**src/hw/abort_status_map.svh**
```systemverilog
`ifndef ABORT_STATUS_MAP_SVH
`define ABORT_STATUS_MAP_SVH

// coprocessor selectors
`define SCP_NUM 4'hf
`define SCP_CRN 4'h5
`define SCP_CRM 4'h0
`define SCP_OP1 3'h0
`define SCP_OP2_DATA 3'h0
`define SCP_OP2_INSTR 3'h1

// field positions
`define ERR_CLASS_BIT 12
`define DIR_BIT 11
`define TYPE_HI_BIT 10

// writable masks and reset value
`define DATA_WR_MASK 32'h0000_1c0f
`define INSTR_WR_MASK 32'h0000_140f
`define STATUS_RESET 32'h0000_0000

// fault type codes {bit10, bits3..0}
`define FT_ALIGN 5'h01
`define FT_BACKGROUND 5'h00
`define FT_PERMISSION 5'h0d
`define FT_PRECISE_EXT 5'h08
`define FT_IMPRECISE_EXT 5'h16
`define FT_PRECISE_ECC 5'h19
`define FT_IMPRECISE_ECC 5'h18
`define FT_DEBUG 5'h02

`endif

```
**src/hw/abort_status_pkg.sv**
```systemverilog
`default_nettype none
package abort_status_pkg;

	typedef enum logic [2:0] {
		ABT_ALIGN,
		ABT_BACKGROUND,
		ABT_PERMISSION,
		ABT_PRECISE_EXT,
		ABT_IMPRECISE_EXT,
		ABT_PRECISE_ECC,
		ABT_IMPRECISE_ECC,
		ABT_DEBUG
	} abort_kind_t;

	typedef enum logic [1:0] {
		RESP_OKAY,
		RESP_EXOKAY,
		RESP_SLVERR,
		RESP_DECERR
	} axi_resp_t;

	typedef struct packed {
		logic valid;
		abort_kind_t kind;
		axi_resp_t resp;
		logic excl_read;
		logic is_write;
	} abort_event_t;

	typedef struct packed {
		logic valid;
		logic write;
		logic privileged;
		logic [3:0] cp_num;
		logic [2:0] opc1;
		logic [3:0] crn;
		logic [3:0] crm;
		logic [2:0] opc2;
		logic [31:0] wdata;
	} cp_access_t;

endpackage
`default_nettype wire

```
**src/hw/abort_fault_status_capture.sv**
```systemverilog
// Behaviour
// RULE1: each data abort overwrites the data abort status register with its cause.
// RULE2: each instruction abort overwrites the instruction abort status register with its cause.
// RULE3: both registers are reached only from privileged mode and user accesses are refused.
// RULE4: the data register sits at coprocessor 15, c5, c0, opcode2 0.
// RULE5: the instruction register sits at coprocessor 15, c5, c0, opcode2 1.
// RULE6: bit 12 holds zero for a decode error and one for a slave error on external aborts.
// RULE7: bit 12 is written as zero for every abort that is not external.
// RULE8: a data abort from an exclusive read answered okay sets bit 12 like a slave error.
// RULE9: bit 11 of the data register is zero for a read and one for a write abort.
// RULE10: bits 9 to 8 of the data register read as zero and ignore writes.
// RULE11: bits 7 to 4 of both registers are never set by the hardware.
// RULE12: the data fault type is held jointly in bit 10 and bits 3 to 0, qualified by bit 12.
// RULE13: the instruction fault type is held the same way in bit 10, bits 3 to 0 and bit 12.
// RULE14: the five bit fault type codes are fixed per abort kind.
// RULE15: reserved fault type codes are never produced by the hardware.
// RULE16: a privileged write loads the writable fields and leaves fixed zero bits at zero.
`timescale 1ns/100ps
`default_nettype none
`include "abort_status_map.svh"

module abort_fault_status_capture
	import abort_status_pkg::*;
(
	input wire logic clk_i,
	input wire logic arst_n_i,
	input wire abort_event_t data_abort_i,
	input wire abort_event_t instr_abort_i,
	input wire cp_access_t cp_access_i,
	output logic cp_accept_o,
	output logic cp_refuse_o,
	output logic [31:0] cp_rdata_o,
	output logic [31:0] data_abort_status_o,
	output logic [31:0] instruction_abort_status_o
);

	logic [31:0] data_abort_status_reg;
	logic [31:0] data_abort_status_next;
	logic [31:0] instruction_abort_status_reg;
	logic [31:0] instruction_abort_status_next;
	logic [31:0] rdata_reg;
	logic [31:0] rdata_next;
	logic [31:0] data_word;
	logic [31:0] instr_word;
	logic sel_data;
	logic sel_instr;
	logic hit;
	logic priv_ok;
	logic data_wr_en;
	logic instr_wr_en;
	logic rd_en;

	// only the listed kinds map to codes, so reserved codes cannot appear
	function automatic logic [4:0] type_code(input abort_kind_t k);
		case (k)
			ABT_ALIGN: type_code = `FT_ALIGN; // RULE14
			ABT_BACKGROUND: type_code = `FT_BACKGROUND;
			ABT_PERMISSION: type_code = `FT_PERMISSION;
			ABT_PRECISE_EXT: type_code = `FT_PRECISE_EXT;
			ABT_IMPRECISE_EXT: type_code = `FT_IMPRECISE_EXT;
			ABT_PRECISE_ECC: type_code = `FT_PRECISE_ECC;
			ABT_IMPRECISE_ECC: type_code = `FT_IMPRECISE_ECC;
			ABT_DEBUG: type_code = `FT_DEBUG;
			default: type_code = `FT_DEBUG; // RULE15
		endcase
	endfunction

	function automatic logic is_external(input abort_kind_t k);
		is_external = (k == ABT_PRECISE_EXT) || (k == ABT_IMPRECISE_EXT);
	endfunction

	// error class only means something for external aborts
	function automatic logic err_class_of(input abort_event_t e, input logic with_dir);
		logic slave;
		slave = (e.resp == RESP_SLVERR); // RULE6
		if (with_dir && e.excl_read && (e.resp == RESP_OKAY))
		begin
			slave = 1'h1; // RULE8
		end
		err_class_of = is_external(e.kind) ? slave : 1'h0; // RULE7
	endfunction

	// builds a status word; domain bits 7:4 and bits 9:8 always zero
	function automatic logic [31:0] build_status(input abort_event_t e, input logic with_dir);
		logic [4:0] code;
		logic err_class;
		logic dir;
		code = type_code(e.kind);
		err_class = err_class_of(e, with_dir);
		dir = with_dir & e.is_write; // RULE9
		build_status = `STATUS_RESET; // RULE11
		build_status[`ERR_CLASS_BIT] = err_class;
		build_status[`DIR_BIT] = dir;
		build_status[`TYPE_HI_BIT] = code[4]; // RULE12 RULE13
		build_status[3:0] = code[3:0];
	endfunction

	// data aborts carry the direction and the exclusive-read case
	function automatic logic [31:0] data_status_word(input abort_event_t e);
		data_status_word = build_status(e, 1'h1);
	endfunction

	// instruction aborts never report a direction, so bit 11 stays zero
	function automatic logic [31:0] instr_status_word(input abort_event_t e);
		instr_status_word = build_status(e, 1'h0);
	endfunction

	// other coprocessor addresses are ignored here, not refused
	function automatic logic reg_select(input cp_access_t a, input logic [2:0] op2);
		logic addr_ok;
		addr_ok = a.valid;
		addr_ok = addr_ok && (a.cp_num == `SCP_NUM);
		addr_ok = addr_ok && (a.opc1 == `SCP_OP1);
		addr_ok = addr_ok && (a.crn == `SCP_CRN);
		addr_ok = addr_ok && (a.crm == `SCP_CRM);
		reg_select = addr_ok && (a.opc2 == op2);
	endfunction

	// fixed-zero bits are dropped at the write so a read never shows them
	function automatic logic [31:0] masked_load(input logic [31:0] d, input logic [31:0] m);
		masked_load = d & m;
	endfunction

	// user-mode hits are refused rather than ignored, so the core can trap them
	always_comb
	begin
		sel_data = reg_select(cp_access_i, `SCP_OP2_DATA); // RULE4
		sel_instr = reg_select(cp_access_i, `SCP_OP2_INSTR); // RULE5
		hit = sel_data || sel_instr;
		priv_ok = cp_access_i.privileged; // RULE3
		cp_accept_o = hit && priv_ok;
		cp_refuse_o = hit && !priv_ok; // RULE3
	end

	always_comb
	begin
		data_wr_en = cp_accept_o && cp_access_i.write && sel_data;
		instr_wr_en = cp_accept_o && cp_access_i.write && sel_instr;
		rd_en = cp_accept_o && !cp_access_i.write;
		data_word = data_status_word(data_abort_i);
		instr_word = instr_status_word(instr_abort_i);
	end

	// an abort in the same cycle as a software write wins, keeping the latest cause
	always_comb
	begin
		data_abort_status_next = data_abort_status_reg;
		if (data_wr_en)
		begin
			data_abort_status_next = masked_load(cp_access_i.wdata, `DATA_WR_MASK); // RULE16 RULE10
		end
		if (data_abort_i.valid)
		begin
			data_abort_status_next = data_word; // RULE1
		end
	end

	always_ff @(posedge clk_i or negedge arst_n_i)
	begin
		if (!arst_n_i)
		begin
			data_abort_status_reg <= `STATUS_RESET;
		end
		else
		begin
			data_abort_status_reg <= data_abort_status_next;
		end
	end

	always_comb
	begin
		instruction_abort_status_next = instruction_abort_status_reg;
		if (instr_wr_en)
		begin
			instruction_abort_status_next = masked_load(cp_access_i.wdata, `INSTR_WR_MASK); // RULE16
		end
		if (instr_abort_i.valid)
		begin
			instruction_abort_status_next = instr_word; // RULE2
		end
	end

	always_ff @(posedge clk_i or negedge arst_n_i)
	begin
		if (!arst_n_i)
		begin
			instruction_abort_status_reg <= `STATUS_RESET;
		end
		else
		begin
			instruction_abort_status_reg <= instruction_abort_status_next;
		end
	end

	// a read returns the value held before any update landing in the same cycle
	always_comb
	begin
		rdata_next = rdata_reg;
		if (rd_en)
		begin
			rdata_next = sel_data ? data_abort_status_reg : instruction_abort_status_reg;
		end
	end

	always_ff @(posedge clk_i or negedge arst_n_i)
	begin
		if (!arst_n_i)
		begin
			rdata_reg <= `STATUS_RESET;
		end
		else
		begin
			rdata_reg <= rdata_next;
		end
	end

	assign cp_rdata_o = rdata_reg;
	assign data_abort_status_o = data_abort_status_reg;
	assign instruction_abort_status_o = instruction_abort_status_reg;

endmodule

`default_nettype wire

```
**config.mk**
```make
export PLATFORM = sky130hd
export DESIGN_NAME = abort_fault_status_capture
export DESIGN_NICKNAME = d
export VERILOG_FILES = /design/src/hw/abort_status_pkg.sv /design/src/hw/abort_fault_status_capture.sv
export VERILOG_INCLUDE_DIRS = /design/src /design/src/hw
export SDC_FILE = /design/constraint.sdc
export NUM_CORES = 1
export LEC_CHECK = 0
export ABC_CLOCK_PERIOD_IN_PS = 4500
export BUFFER_PORTS_ARGS = -buffer_cell sky130_fd_sc_hd__buf_4
export CORE_MARGIN = 3
export CORE_UTILIZATION = 42
export CTS_BUF_LIST = sky130_fd_sc_hd__clkbuf_16
export CTS_CLUSTER_SIZE = 24
export DETAILED_ROUTE_END_ITERATION = 7
export PLACE_DENSITY_LB_ADDON = 0.08
export SYNTH_ARGS = -nofsm -noshare
export SYNTH_HDL_FRONTEND = slang
export SYNTH_SLANG_ARGS = --single-unit
```
**constraint.sdc**
```tcl
create_clock -name clk_i -period 4.5 [get_ports clk_i]
set_clock_uncertainty 0.15 [all_clocks]
set_input_delay 0.675 -clock clk_i [delete_from_list [all_inputs] [get_ports clk_i]]
set_output_delay 0.675 -clock clk_i [all_outputs]
set_load 0.01 [all_outputs]
```
* Word level (Yosys, flattened, before mapping) *
Memories as Yosys holds them, arrays and structs flattened.
Cells that the tools add are included.

word-level totals
  bits in registers = 96
  latch bits = 0
  RAM bits = 0
  memory bits (read-only) = 80
  input bits = 71
  output and inout port bits = 98
  logic and storage cells = 46
  memories = 2

memory list
  name             words  width  read ports  clocked after memory_dff  write ports  RTL line                          source
  (no name shown)  8      5      1           0                         0            abort_fault_status_capture.sv:55  case (k)
  (no name shown)  8      5      1           0                         0            abort_fault_status_capture.sv:55

operators by class
  add/sub/neg operators = 0
  multiply operators = 0
  div/mod/pow operators = 0
  order comparisons = 0
  eq/ne operators = 9
  shifts and indexed selects = 0
  multiplexer cells = 8
  bitwise logic cells = 0
  reductions and logical operators = 24

operators with widths
  operator                                       number
  2-to-1 mux 32 bit                              5
  logical AND 1 bit                              13
  == test 3 x 2 -> 1 bit, second input constant  2
  == test 3 bit, second input constant           2
  logical NOT 3 bit                              2
  == test 2 bit, second input constant           2
  == test 4 x 3 -> 1 bit, second input constant  1
  == test 4 bit, second input constant           1
  logical NOT 4 bit                              1
  nonzero test 2 bit                             2
  == test 3 x 1 -> 1 bit, second input constant  1
  logical OR 1 bit                               3
  2-to-1 mux 1 bit                               3
  logical NOT 1 bit                              2
  logical NOT 2 bit                              1

* Logic depth before layout (Yosys ltp) *
Gate-level depths: netlist of the first run.

  word-level depth = 12
  depth in mapped cells = 6
  gate-level depth less buffers = 6

* Worst setup path after synthesis of the first run *
Ideal clock, no wire load.

  path kind = input port to output port
  from = input port cp_access_i[36] in the netlist's numbering
  to = output port cp_accept_o
  arrival time = 2248 ps
  data required time = 3675 ps
  path slack = 1427 ps
  stages = 4
  path buffers = 1
  cell sequence = or4_4 or4_4 clkbuf_1 nor3_1

between the ends
  cells in the longest elaborated chain, start to end = 5
  elaborated cells on any way between the ends = 6
  classes of those cells = 6 x reduce/logical

ends and longest elaborated chain
  element                                 RTL line                           source
  start, declared                         abort_fault_status_capture.sv:29   input wire cp_access_t cp_access_i,
  logical NOT 4 bit (no source line) (*)  -
  logical AND 1 bit (*)                   abort_fault_status_capture.sv:115  addr_ok = addr_ok && (a.crm == `SCP_CRM);
  logical AND 1 bit                       abort_fault_status_capture.sv:116  reg_select = addr_ok && (a.opc2 == op2);
  logical OR 1 bit (*)                    abort_fault_status_capture.sv:129  hit = sel_data || sel_instr;
  logical AND 1 bit (*)                   abort_fault_status_capture.sv:131  cp_accept_o = hit && priv_ok;
  end, declared                           abort_fault_status_capture.sv:30   output logic cp_accept_o,

Mark *: on every way between the ends. The rest lies on a longest branch, timed or not.

* Worst setup path after layout of the first run *
Same ends and word-level chain as after synthesis.

==> flow_metrics.tcl, run 1 <==
set metrics [dict create \
    outcome "completed" \
    switching_power_uw 154.7 \
    max_freq_ghz 0.3160 \
    finalNetCount 375 \
    cts_setup_buffers 0 \
    grt_antenna_before_repair 0 \
    vias 1590 \
    fin_util 0.5111 \
    grt.total_usage 0.1535 \
    crit_type "in -> out" \
    yosys.area.top_type_share 0.2946 \
    hold_viol 0 \
    drtIter0Drc 63 \
    n_antenna_cell 0 \
    syn_to_final_growth_pct 16.47 \
    slew_headroom 0.3713 \
    hold_path_class "in -> async" \
    critPathRequiredTime_ns 3.67 \
    postPlaceCellArea_um2 2177 \
    wl_per_cell_um 12.73 \
    route.detailed.drc 0 \
    gp_congestion 0.7938 \
    yosysUniqueCellTypes 35 \
    period_minus_slack_ns 3.164 \
    numCtsBuffers 3 \
    timing.setup.tns_ns 0 \
    comb_power_share 0.259 \
    yosysTopAreaCell "buf_4" \
    pre_cts_slack_ns 1.335 \
    rsz0062_at_grt "false" \
    grt_start_max_net_pins 24 \
    grt_overflow 0 \
    dieHeight_um 73.91 \
    ys_ff_latch 20 \
    avgSynthCellArea_um2 8.313 \
    clk-insertion-delay-late_ns 0.25 \
    place.port_buffers 65 \
    grt_pass1_vias 1375 \
    rows 24 \
    layout_commonest_cell "conb_1" \
    synth_area_um2 1937 \
    ctsResizeCount 0 \
    top_usage_layer "met2" \
    clock-root-buffer "clkbuf_16" \
    fin_crit_sh 0.7032 \
    dp_hpwl_mm 3.700 \
    rr_worst_depth 3 \
    p_sw_frac 0.2962 \
    cts_tree "yes" \
    finalSetupViolCount 0 \
    ys_seq_area_frac 0.2584 \
    htree_levels 1 \
    die-area_um2 5463 \
    clk_pin_slew_ns 0.06 \
    layout_setup_ws_ns 1.336 \
    drtPass1Iterations 4 \
    final-max-slew-violation-count 0 \
    antenna_left 0 \
    fp.dieW_um 73.91 \
    power.density_nw_per_um2 231.6 \
    drive_gt1_frac 0.2508 \
    grt_use_met3 0.03557 \
    via_per_inst 4.582 \
    ios 169 \
    cp_data_arrival_time_ns 2.34 \
    final_cell_mix "76 x conb_1, 65 x buf_4, 20 x a31oi_1, 20 x dfrtp_1, 19 x o21ai_0" \
    p_int_uw 367.7 \
    power_frac_clock 0.353 \
    yosys_warnings 0 \
    cts_hold_buf 0 \
    critPathCaptureType "output port" \
    gr-usage-met2 0.2490 \
    core_area_um2 4414 \
    cts_sinks 20 \
    worstPathMaxFanout 23 \
    peakVddDrop_uv 123.7 \
    startpoint "cp_access_i[36]" \
    design_area_um2 2256 \
    reg2reg_from "data_abort_status_o[11]$_DFFE_PN0P_" \
    p_seq_frac 0.388 \
    netlist_instances 233 \
    cellLeakagePower_uw 0.001161 \
    max_slew.worst_pin.slew_ns 0.9360 \
    start_kind "primary input" \
    routed_wirelength_mm 4.418 \
    power.total_uw 522.4 \
    initial_core_util 0.4388 \
    ys_top_cells_by_area "buf_4 29%, dfrtp_1 26%, a31oi_1 6.5%, ha_1 5.2%, o21ai_0 4.9%" \
    grt_pass1_wl_mm 6.410 \
    clockBufferDepth 2 \
    grtUsageMet1 0.2045 \
    drv_cap 0 \
]
[per-layer routing]
metal	vias up	part of all wire
met2	85	0.48
met4	0	0.0095
met1	718	0.40
met3	4	0.11
li1	783	-
met5	-	0
[synthesized netlist by cell type (all sizes together)]
master / count
o21ai: 19
mux2: 1
nand2: 3
a21oi: 8
ha: 8
mux2i: 2
inv: 10
or3: 1
nor3: 5
dfrtp: 20
buf: 77
nand4: 2
clkbuf: 5
nor4: 2
clkinv: 1
and3: 2
nor2: 4
conb: 1
nand3: 14
nand2b: 9
or4: 2
a211oi: 3
nor2b: 1
or4bb: 1
and4: 1
nor4b: 1
nor4bb: 1
and2: 5
a31oi: 20
o21a: 2
or4b: 1
a21o: 1
[final cells by class]
| cell class | count | area (µm²) |
|---|---|---|
| Timing Repair Buffer | 65 | 488.0 |
| Fill cell | 441 | 2158 |
| Clock buffer | 3 | 75.07 |
| Clock inverter | 1 | 3.754 |
| Multi-Input combinational cell | 195 | 1082 |
| Inverter | 11 | 41.29 |
| Tap cell | 52 | 65.06 |
| Sequential cell | 20 | 500.5 |
[registers in the layout, summed over array words and instances (netlist names)]
register / count
cp_rdata_o: 7
instruction_abort_status_o: 6
data_abort_status_o: 7
[metrics by stage]
stage / hold slack (ns) / cells
detailed placement: 0.3762 / 343
floorplan: 0.2294 / 308
finish: 0.1417 / 347
global placement: 0.3523 / 343
global route: 0.1593 / 347
CTS: 0.1483 / 347
[worst paths after layout]
path / to / slack [ns]
min in group clk_i: cp_rdata_o[11]$_DFFE_PN0P_ / 0.39
max reg2reg: cp_rdata_o[11]$_DFFE_PN0P_ / 3.35
max: cp_accept_o / 1.34
min reg2reg: cp_rdata_o[11]$_DFFE_PN0P_ / 0.39
max in group asynchronous: data_abort_status_o[0]$_DFFE_PN0P_ / 3.85
min: cp_rdata_o[1]$_DFFE_PN0P_ / 0.14
[power by group through the flow]
stage	Sequential (µW)	Combinational, µW	Clock, µW
5_1_grt	204	152	193
3_5_place_dp	206	134	0
3_3_place_gp	206	133	0
4_1_cts	203	135	186
2_1_floorplan	208	113	0
6_report	203	135	184
[critical path, cell delays in order]
cell and delay [ns]:
buf_4 0.11, or4_4 0.55, or4_4 0.63, nor3_1 0.22, buf_4 0.15
[logic make-up after synthesis]
family                   count (synthesis)  synth area share
AO/OA/AOI/OAI                           53            0.1576
adder cells (fa/ha/maj)                  8           0.05168
buffers and inverters                   93            0.3282
flip-flops                              20            0.2584
multiplexers                             3           0.01809
other                                    1          0.001936
AND/OR/NAND/NOR                         55            0.1841
(Power assumes the default switching activity.)
==> inputs of run 2 (changes only) <==
Settings changed: ABC_CLOCK_PERIOD_IN_PS 4500 to 2800, CORE_UTILIZATION 42 to 35.
Clock period 4.5 ns to 2.8 ns, I/O delays scaled along.
==> run 2 against run 1 <==
  * Utilization down 6.7 points
  * Power up 61%
  * Sequential share of layout area down 0.67 points
  * Die area up 18%
  * Critical path type unchanged
==> flow_metrics.tcl, run 2 (same netlist as run 1, synthesis figures left out) <==
set metrics [dict create \
    outcome "completed" \
    numCtsBuffers 3 \
    critPathTopFamily "simple AND/OR/NAND/NOR gates" \
    clock-root-buffer "clkbuf_16" \
    critPathCaptureType "output port" \
    power.total_uw 841.2 \
    p_sw_frac 0.2962 \
    gp_congestion 0.8368 \
    final-max-slew-violation-count 0 \
    ff2ff_setup_slack_ns 1.69 \
    finalSetupViolCount 0 \
    fin_crit_sh 0.9328 \
    slew_headroom 0.5281 \
    crit_chain "buf_4 -> or4_4 -> or4_4 -> nor3_1 -> buf_4" \
    initial_core_util 0.3698 \
    crit_slowest_cell "or4_4" \
    ios 169 \
    syn_to_final_growth_pct 20.09 \
    path_buf_inv 2 \
    ctsResizeCount 0 \
    ff_latch_area_um2 500.5 \
    grt_antenna_before_repair 0 \
    n_antenna_cell 0 \
    grt_start_max_net_pins 21 \
    finalNetCount 381 \
    fp.dieW_um 80.39 \
    grt.total_usage 0.1368 \
    layout_commonest_cell "conb_1" \
    rows 26 \
    cellLeakagePower_uw 0.001191 \
    route.detailed.drc 0 \
    routed_wirelength_mm 4.634 \
    place.port_buffers 65 \
    crit_type "in -> out" \
    core_area_um2 5238 \
    drive_gt1_frac 0.2625 \
    drtIter0Drc 52 \
    dp_hpwl_mm 3.875 \
    clk-insertion-delay-late_ns 0.25 \
    grt_overflow 0 \
    start_kind "primary input" \
    max_slew.worst_pin.slew_ns 0.6984 \
    vias 1614 \
    comb_power_share 0.262 \
    grt_pass1_wl_mm 6.906 \
    cts_tree "yes" \
    clk_pin_slew_ns 0.05 \
    whs_ns 0.2885 \
    max_freq_ghz 0.3829 \
    wl_per_cell_um 12.49 \
    drtPass1Iterations 6 \
    timing.setup.tns_ns 0 \
    hold_viol 0 \
    htree_levels 1 \
    period_minus_slack_ns 2.612 \
    cp_data_arrival_time_ns 2.04 \
    die-area_um2 6463 \
    critPathRequiredTime_ns 2.23 \
    fin_util 0.4441 \
    p_seq_frac 0.389 \
    rsz0062_at_grt "false" \
    n_fill_cell 549 \
    cts_setup_buffers 0 \
    via_per_inst 4.350 \
    hold_path_class "in -> reg" \
    p_int_uw 592.1 \
    final_cell_mix "76 x conb_1, 70 x buf_4, 20 x a31oi_1, 20 x dfrtp_1, 19 x o21ai_0" \
    drv_cap 0 \
    multiInputGateArea_um2 1082 \
    worstPathMaxFanout 11 \
    cts_sinks 20 \
    dieHeight_um 80.39 \
    power.density_nw_per_um2 361.7 \
    peakVddDrop_uv 187.0 \
    switching_power_uw 249.2 \
    slowest_delay_ns 0.58 \
    power_frac_clock 0.349 \
    clockBufferDepth 2 \
    antenna_left 0 \
    grt_pass1_vias 1428 \
]
-- run 2: repair_timing --
item,4_1_cts,5_1_grt
hold buffers,1,0
setup endpoints to repair,0,0
hold endpoints to repair,20,0
-- run 2: worst paths after layout --
| check | start | end | cells after the start |
|---|---|---|---|
| worst min register to register | cp_rdata_o[11]$_DFFE_PN0P_ | cp_rdata_o[11]$_DFFE_PN0P_ | 1 |
| max in group asynchronous | arst_n_i | data_abort_status_o[12]$_DFFE_PN0P_ | 2 |
| min in group asynchronous | arst_n_i | cp_rdata_o[12]$_DFFE_PN0P_ | 2 |
| worst max register to register | data_abort_status_o[11]$_DFFE_PN0P_ | cp_rdata_o[11]$_DFFE_PN0P_ | 3 |
| worst min-delay path | data_abort_i[0] | data_abort_status_o[11]$_DFFE_PN0P_ | 3 |
| worst max-delay path | cp_access_i[36] | cp_accept_o | 5 |
-- run 2: per-stage QoR --
stage	instances	area [µm²]	setup slack [ns]
after floorplan	308	2218	0.2371
after global placement	366	2237	0.1596
after detailed placement	366	2237	0.1910
after CTS	371	2326	0.1893
after global routing	371	2326	0.1059
final	371	2326	0.1882
-- run 2: metal layers --
layer,vias to the layer above,part of all wire,global-route usage
li1,796,-,-
met1,719,0.41,0.1796
met2,91,0.47,0.2185
met3,8,0.10,0.02803
met4,0,0.016,0.05405
met5,-,0,0
-- run 2: final cells by class --
type	count	area share
multi-input combinational	195	0.4653
inverter	11	0.01775
clock inverter	1	0.001614
timing repair buffer	71	0.2302
clock buffer	3	0.03228
tap	70	0.03765
sequential	20	0.2152
-- run 2: worst reg2reg max path, cell delays in order (launching register included) --
cell,delay (ns)
dfrtp_1,0.41
inv_1,0.06
nor4_1,0.26
mux2_4,0.19
-- run 2: power by group through the flow --
| stage | Clock (µW) | Sequential, µW | Combinational, µW |
|---|---|---|---|
| after floorplan | 0 | 334 | 181 |
| after CTS | 295 | 327 | 219 |
| final | 294 | 327 | 220 |
| after detailed placement | 0 | 332 | 217 |
| after global routing | 308 | 330 | 247 |
| after global placement | 0 | 332 | 215 |
